--- src/rtl/fmc_pkg.sv ---
package fmc_pkg;
    // register offsets
    localparam logic [7:0] ADDR_FRAMER_MODE_ONE = 8'h1D;
    localparam logic [7:0] ADDR_FREEZE          = 8'h40;
    localparam logic [7:0] ADDR_LINE_CTRL       = 8'h41;
    localparam logic [7:0] ADDR_FEC_LO          = 8'h42;
    localparam logic [7:0] ADDR_FEC_HI          = 8'h43;
    localparam logic [7:0] ADDR_CEC_LO          = 8'h44;
    localparam logic [7:0] ADDR_CEC_HI          = 8'h45;
    localparam logic [7:0] ADDR_CVC_LO          = 8'h46;
    localparam logic [7:0] ADDR_CVC_HI          = 8'h47;
    localparam logic [7:0] ADDR_EBC_LO          = 8'h48;
    localparam logic [7:0] ADDR_EBC_HI          = 8'h49;
    // framer mode one field positions
    localparam int BIT_CHAN_MAP   = 7;
    localparam int BIT_LINK_INS   = 6;
    localparam int BIT_PCM_STD    = 5;
    localparam int BIT_CRC6_EN    = 4;
    localparam int BIT_ECM        = 3;
    localparam int BIT_RATE_LO    = 2;
    localparam int BIT_SEND_AIS   = 0;
    // line control register fields
    localparam int BIT_RATE_HI    = 0;
    localparam int BIT_RATE_FAM   = 1;
    localparam int BIT_LOCAL_LOOP = 2;
    // reset values
    localparam logic [7:0] RST_FRAMER_MODE_ONE = 8'h00;
    localparam logic [3:0] RST_FREEZE          = 4'h0;
    localparam logic [2:0] RST_LINE_CTRL       = 3'h0;
    // rate index: {family, hi, lo} -> code
    localparam logic [2:0] RATE_2M048  = 3'h0;
    localparam logic [2:0] RATE_1M544  = 3'h4;
    // timing
    localparam int CLK_HZ       = 20000000;
    localparam int SECOND_US    = 1000000;
    localparam int SECOND_CYC   = CLK_HZ / 1000000 * SECOND_US;
    localparam int NUM_CNT      = 4;
endpackage : fmc_pkg

--- src/rtl/fmc_top.sv ---
`timescale 1ns/1ps
////////////////////////////////////////////////////////////////////////////////
////////////////////////////////////////////////////////////////////////////////
module fmc_top
    import fmc_pkg::*;
#(
    parameter int SECOND_CYCLES = fmc_pkg::SECOND_CYC,
    parameter int CNT_W         = 16
) (
    // clock and reset
    input  wire logic        CLK_SYS_I,
    input  wire logic        NRST_I,
    // register port
    input  wire logic [7:0]  ADDR_I,
    input  wire logic [7:0]  WDATA_I,
    input  wire logic        WR_I,
    input  wire logic        RD_I,
    output logic      [7:0]  RDATA_O,
    // error events, same clock domain, one-cycle pulses
    input  wire logic [3:0]  ERR_EVENT_I,
    // transmit data path
    input  wire logic        TX_HIGHWAY_INPUT_I,
    output logic             LINE_TX_OUT_A_O,
    output logic             LINE_TX_OUT_B_O,
    output logic             LOOP_HIGHWAY_O,
    // mode outputs
    output logic             PCM_LINE_STANDARD_O,
    output logic             CRC6_EN_O,
    output logic             CHANNEL_MAP_SELECT_O,
    output logic             LINK_BIT_REG_INSERT_EN_O,
    output logic      [2:0]  HIGHWAY_RATE_O,
    output logic             SECOND_TICK_O
);
    import fmc_pkg::*;

    ////////////////////////////////////////////////////////////////////////////
    logic [1:0]       rst_sync;
    logic             rst_n;
    logic [7:0]       mode_one;
    logic [3:0]       freeze;
    logic [3:0]       freeze_q;
    logic [2:0]       line_ctrl;
    logic [31:0]      sec_cnt;
    logic             tick;
    logic [CNT_W-1:0] live  [NUM_CNT];
    logic [CNT_W-1:0] shown [NUM_CNT];
    logic             err_count_latch_mode;
    logic [7:0]       next_rdata;

    assign rst_n = rst_sync[1];
    assign err_count_latch_mode   = mode_one[BIT_ECM];
    assign tick  = (sec_cnt == 32'(SECOND_CYCLES - 1));

    always_ff @(posedge CLK_SYS_I or negedge NRST_I) begin
        if (!NRST_I) begin
            rst_sync <= 2'h0;
        end else begin
            rst_sync <= {rst_sync[0], 1'b1};
        end
    end

    ////////////////////////////////////////////////////////////////////////////
    // register writes, one register per process
    always_ff @(posedge CLK_SYS_I or negedge rst_n) begin
        if (!rst_n) begin
            mode_one <= RST_FRAMER_MODE_ONE;
        end else if (WR_I && ADDR_I == ADDR_FRAMER_MODE_ONE) begin
            mode_one <= WDATA_I;
        end
    end

    always_ff @(posedge CLK_SYS_I or negedge rst_n) begin
        if (!rst_n) begin
            freeze <= RST_FREEZE;
        end else if (WR_I && ADDR_I == ADDR_FREEZE) begin
            freeze <= WDATA_I[3:0];
        end
    end

    always_ff @(posedge CLK_SYS_I or negedge rst_n) begin
        if (!rst_n) begin
            line_ctrl <= RST_LINE_CTRL;
        end else if (WR_I && ADDR_I == ADDR_LINE_CTRL) begin
            line_ctrl <= WDATA_I[2:0];
        end
    end

    always_ff @(posedge CLK_SYS_I or negedge rst_n) begin
        if (!rst_n) begin
            freeze_q <= RST_FREEZE;
        end else begin
            freeze_q <= freeze;
        end
    end

    ////////////////////////////////////////////////////////////////////////////
    // one-second timer
    always_ff @(posedge CLK_SYS_I or negedge rst_n) begin
        if (!rst_n) begin
            sec_cnt       <= 32'h0;
            SECOND_TICK_O <= 1'b0;
        end else begin
            sec_cnt       <= tick ? 32'h0 : sec_cnt + 32'h1;
            SECOND_TICK_O <= tick;
        end
    end

    ////////////////////////////////////////////////////////////////////////////
    // error counters, one per kind
    for (genvar g = 0; g < NUM_CNT; g++) begin : g_cnt
        logic freeze_rise;
        logic at_max;

        assign freeze_rise = freeze[g] & ~freeze_q[g];
        assign at_max      = (live[g] == {CNT_W{1'b1}});

        // live count, saturating
        always_ff @(posedge CLK_SYS_I or negedge rst_n) begin
            if (!rst_n) begin
                live[g] <= '0;
            end else if (err_count_latch_mode) begin
                if (tick) begin
                    // restart with this cycle's event so none is lost
                    live[g] <= CNT_W'(ERR_EVENT_I[g]);
                end else if (ERR_EVENT_I[g] && !at_max) begin
                    live[g] <= live[g] + CNT_W'(1);
                end
            end else if (freeze_rise) begin
                live[g] <= '0;
            end else if (ERR_EVENT_I[g] && !at_max) begin
                live[g] <= live[g] + CNT_W'(1);
            end
        end

        // readable copy
        always_ff @(posedge CLK_SYS_I or negedge rst_n) begin
            if (!rst_n) begin
                shown[g] <= '0;
            end else if (err_count_latch_mode) begin
                if (tick) begin
                    shown[g] <= live[g];
                end
            end else if (freeze_rise || !freeze[g]) begin
                shown[g] <= live[g];
            end
        end
    end

    ////////////////////////////////////////////////////////////////////////////
    // read mux
    always_comb begin
        next_rdata = 8'h00;
        if (ADDR_I == ADDR_FRAMER_MODE_ONE) begin
            next_rdata = mode_one;
        end else if (ADDR_I == ADDR_FREEZE) begin
            next_rdata = {4'h0, freeze};
        end else if (ADDR_I == ADDR_LINE_CTRL) begin
            next_rdata = {5'h00, line_ctrl};
        // halves pair only while shown is held by freeze or latch mode
        end else if (ADDR_I == ADDR_FEC_LO) begin
            next_rdata = shown[0][7:0];
        end else if (ADDR_I == ADDR_FEC_HI) begin
            next_rdata = shown[0][15:8];
        end else if (ADDR_I == ADDR_CEC_LO) begin
            next_rdata = shown[1][7:0];
        end else if (ADDR_I == ADDR_CEC_HI) begin
            next_rdata = shown[1][15:8];
        end else if (ADDR_I == ADDR_CVC_LO) begin
            next_rdata = shown[2][7:0];
        end else if (ADDR_I == ADDR_CVC_HI) begin
            next_rdata = shown[2][15:8];
        end else if (ADDR_I == ADDR_EBC_LO) begin
            next_rdata = shown[3][7:0];
        end else if (ADDR_I == ADDR_EBC_HI) begin
            next_rdata = shown[3][15:8];
        end
    end

    always_ff @(posedge CLK_SYS_I or negedge rst_n) begin
        if (!rst_n) begin
            RDATA_O <= 8'h00;
        end else begin
            RDATA_O <= RD_I ? next_rdata : 8'h00;
        end
    end

    ////////////////////////////////////////////////////////////////////////////
    // transmit path and mode outputs
    always_ff @(posedge CLK_SYS_I or negedge rst_n) begin
        if (!rst_n) begin
            LINE_TX_OUT_A_O <= 1'b0;
            LINE_TX_OUT_B_O <= 1'b0;
            LOOP_HIGHWAY_O  <= 1'b0;
        end else begin
            if (mode_one[BIT_SEND_AIS]) begin
                LINE_TX_OUT_A_O <= 1'b1;
                LINE_TX_OUT_B_O <= 1'b1;
            end else begin
                LINE_TX_OUT_A_O <= TX_HIGHWAY_INPUT_I;
                LINE_TX_OUT_B_O <= TX_HIGHWAY_INPUT_I;
            end
            LOOP_HIGHWAY_O <= line_ctrl[BIT_LOCAL_LOOP] & TX_HIGHWAY_INPUT_I;
        end
    end

    always_ff @(posedge CLK_SYS_I or negedge rst_n) begin
        if (!rst_n) begin
            PCM_LINE_STANDARD_O      <= 1'b0;
            CRC6_EN_O                <= 1'b0;
            CHANNEL_MAP_SELECT_O     <= 1'b0;
            LINK_BIT_REG_INSERT_EN_O <= 1'b0;
            HIGHWAY_RATE_O           <= RATE_2M048;
        end else begin
            PCM_LINE_STANDARD_O      <= mode_one[BIT_PCM_STD];
            CRC6_EN_O                <= mode_one[BIT_CRC6_EN];
            CHANNEL_MAP_SELECT_O     <= mode_one[BIT_CHAN_MAP];
            LINK_BIT_REG_INSERT_EN_O <= mode_one[BIT_LINK_INS];
            HIGHWAY_RATE_O <= {line_ctrl[BIT_RATE_FAM], line_ctrl[BIT_RATE_HI],
                               mode_one[BIT_RATE_LO]};
        end
    end
endmodule : fmc_top

--- config.mk ---
export PLATFORM = sky130hd
export DESIGN_NAME = fmc_top
export DESIGN_NICKNAME = d
export VERILOG_FILES = /design/src/rtl/fmc_pkg.sv /design/src/rtl/fmc_top.sv
export SDC_FILE = /design/constraint.sdc
export NUM_CORES = 1
export LEC_CHECK = 0
export BUFFER_PORTS_ARGS = -buffer_cell sky130_fd_sc_hd__buf_2
export CORE_MARGIN = 1.5
export CORE_UTILIZATION = 29
export DETAILED_ROUTE_END_ITERATION = 7
export GPL_TIMING_DRIVEN = 0
export SYNTH_ARGS = -nofsm -noshare
export SYNTH_HDL_FRONTEND = slang
export SYNTH_SLANG_ARGS = --single-unit
--- constraint.sdc ---
create_clock -name CLK_SYS_I -period 12.35 [get_ports CLK_SYS_I]
set_input_delay 1.235 -clock CLK_SYS_I [delete_from_list [all_inputs] [get_ports CLK_SYS_I]]
set_output_delay 1.235 -clock CLK_SYS_I [all_outputs]
set_load 0.1 [all_outputs]
==> impl_metrics.yaml <==
detailed_routing:
  post_drt_wl_per_cell_um: 16.5
  vias_per_cell: 4.96
  drt_first_pass_iters: 5
  drt-total-wl_mm: 23.1
  ant_nets: 0
  route.detailed.drc: 0
  vias: 6936
  drt-initial-drc-count: 461
synthesis:
  synth_warnings: 0
  synth_cell_type_count: 69
  synth_area_per_cell_um2: 10.9
  synth.cells.most_frequent: "dfrtp_1 (199), nor2_1 (87), mux2_2 (83)"
  yosysMostFrequentCell: "dfrtp_1"
  synth_largest_area_cell: "dfrtp_1"
  synth_area_leaders: "dfrtp_1 (52%), mux2_2 (9.7%), xnor2_1 (4.2%), nor2_1 (3.4%), xor2_1 (3.4%)"
  async_reset_ff_share_pct: 100
  seq_area_frac_synth_pct: 51.9
  synth_enable_flop_cells: 0
  syn_inst: 877
  synth_top_area_share_pct: 51.9
  netlist_area_um2: 9590
  synthFlopType: "dfrtp_1"
  synth_nets: 907
  ys_ff_latch: 199
place:
  port_buffers: 42
  gp_congestion: 0.895
  hpwl_mm: 16.7
  placed_cell_area_um2: 10400
grt:
  grtUsageTotal_pct: 14.4
  grt_pass1_wl_mm: 37.9
  grt_max_degree: 71
  antenna_found_initial: 3
  grt_pass1_vias: 6945
  globalRoute.totalOverflow: 0
clock_tree:
  cts_tree: "yes"
  post_cts_resized: 0
  htree_levels: 4
  cts_buffers: 17
  worstSkewPairLatency_ns: 0.44
  clk_pin_slew_worst_paths_ns: 0.08
  cts_hold_buffers: 0
  clock-sinks: 199
  cts_buffer_depth: 2
  cts_root_buf: "clkbuf_16"
  post_cts_buffers: 0
power_and_ir_drop:
  p_leak_nw: 4.91
  p_sw_mw: 0.469
  p_int_mw: 1.18
  p_clk_share_pct: 36.7
  peakVddDrop_mv: 0.0885
  seqPwrFrac_pct: 50.4
  p_per_area_nw_per_um2: 149
  comb_power_share_pct: 12.8
  swShare_pct: 28.4
setup_path:
  worstSetupEndpointType: "flop"
  reg2reg_to: "live[62]"
  arrival_ns: 3.37
  critical_path_class: "input port to flop"
  cp.required_ns: 12.67
  r2r_start: "sec_cnt[12]"
  start_kind: "input port"
  worstPathMaxFanout: 10
  r2r_cells: 7
  reg2reg_setup_slack_ns: 9.78
layout:
  area_growth_pct: 15.4
  multi_input_area_um2: 4370
  fillers: 3317
  register_area_um2: 4980
  drive_gt1_share_pct: 19.8
  fin_nets: 970
  final_cell_area_um2: 11100
timing:
  worstMarginPinSlew_ns: 1.16
  clock_skew_ns: 0.0114
  holdWs_ns: 0.355
  slew_viol_final: 0
  setup_viol: 0
  max_freq_mhz: 328
  period_share_pct: 24.7
  slew_headroom_pct: 21.4
  rsz0062_at_grt: "no"
  tns_ns: 0
  hold_viol: 0
  fin_crit_ns: 3.05
floorplan:
  rows: 66
  start_util_pct: 29.5
  dieHeight_um: 185
  die_area_um2: 34200
  core-area_um2: 32500
  num_io_pins: 44
  die_w_um: 185
hold_path:
  min_to: "rst_sync[1]"
  hp-start: "rst_sync[0]"
  hold_path_class: "flop to flop"
  holdPathStages: 0
run_status:
  outcome: "completed"
run:
  drv_cap: 0
-- power groups by stage --
stage | sequential (mW) | combinational (mW) | clock (mW)
after floorplan | 0.824 | 0.155 | 0
after global placement | 0.851 | 0.197 | 0
after detailed placement | 0.843 | 0.213 | 0
after CTS | 0.832 | 0.214 | 0.618
after global routing | 0.847 | 0.240 | 0.649
final | 0.833 | 0.212 | 0.606
-- registers in the layout (all words and copies together), names as in the netlist, 4 cells and up --
signal,cells
freeze_q,4
shown,64
sec_cnt,32
mode_one,8
RDATA_O,8
freeze,4
live,64
-- kinds of logic (layout without fill, tap and decap cells) --
| group | Yosys count | after routing | share of synthesized area [%] |
|---|---|---|---|
| adders and majority gates | 5 | 5 | 0.652 |
| AOI/OAI and AO/OA | 104 | 104 | 7.33 |
| and+or+nand+nor | 338 | 338 | 18.7 |
| xor gates and xnor gates | 83 | 83 | 7.58 |
| other | 1 | 4 | 0.0391 |
| DFF | 199 | 199 | 51.9 |
| buffers and inverters | 50 | 126 | 2.51 |
| muxes | 97 | 97 | 11.2 |
-- layout make-up --
| class | instances | share of cell area (%) |
|---|---|---|
| clock inverter | 15 | 1.97 |
| antenna | 3 | 0.0679 |
| inverter | 18 | 0.611 |
| multi-input combinational | 628 | 39.5 |
| sequential | 199 | 45.1 |
| buffer | 32 | 1.56 |
| tap | 442 | 5.00 |
| clock buffer | 17 | 3.85 |
| timing repair buffer | 44 | 2.40 |
-- critical path, cell delays in order --
cell	delay, ns
buf_2	0.11
clkbuf_1	0.33
clkbuf_1	0.37
clkbuf_1	0.42
o21ai_0	0.19
a21boi_0	0.25
o221ai_1	0.17
a31oi_1	0.29
-- how the worst max path moves through the flow --
stage,start,cells past startpoint,slack (ns),to
floorplan,rst_sync[1],0,6.39,CHANNEL_MAP_SELECT_O
global placement,rst_sync[1],0,4.08,live[40]
global route,ADDR_I[1],8,9.20,RDATA_O[7]
finish,ADDR_I[1],8,9.30,RDATA_O[7]
CTS,ADDR_I[0],7,9.35,RDATA_O[0]
detailed placement,ADDR_I[0],7,8.88,RDATA_O[0]
-- cell usage in the layout (no fill, tap or decap), types with 23 or more instances in the layout --
| master | synthesis | layout |
|---|---|---|
| nand3_1 | 52 | 52 |
| xnor2_1 | 46 | 46 |
| o21ai_0 | 24 | 24 |
| nor2_1 | 87 | 87 |
| xor2_1 | 37 | 37 |
| mux2_2 | 83 | 83 |
| nand2_1 | 45 | 45 |
| buf_2 | 3 | 45 |
| nand4_1 | 38 | 38 |
| nor3_1 | 23 | 23 |
| dfrtp_1 | 199 | 198 |
-- routing by layer --
metal  vias to the layer above  share of wire, %  track usage, %
li1                       3281                 -               -
met1                      3463                48            20.0
met2                       161                45            21.9
met3                        31               4.8            2.75
met4                         0               2.6            5.85
met5                         -                 0               0
-- through the flow --
step | cells | utilization (%) | setup WS [ns] | power, mW
floorplan | 877 | - | 6.39 | 0.979
global placement | 1361 | 31.8 | 4.08 | 1.05
detailed placement | 1363 | 32.0 | 8.88 | 1.06
CTS | 1395 | 34.0 | 9.35 | 1.66
global route | 1397 | 34.0 | 9.20 | 1.74
finish | 1398 | 34.0 | 9.30 | 1.65
Power figures use the tool's default switching activity.
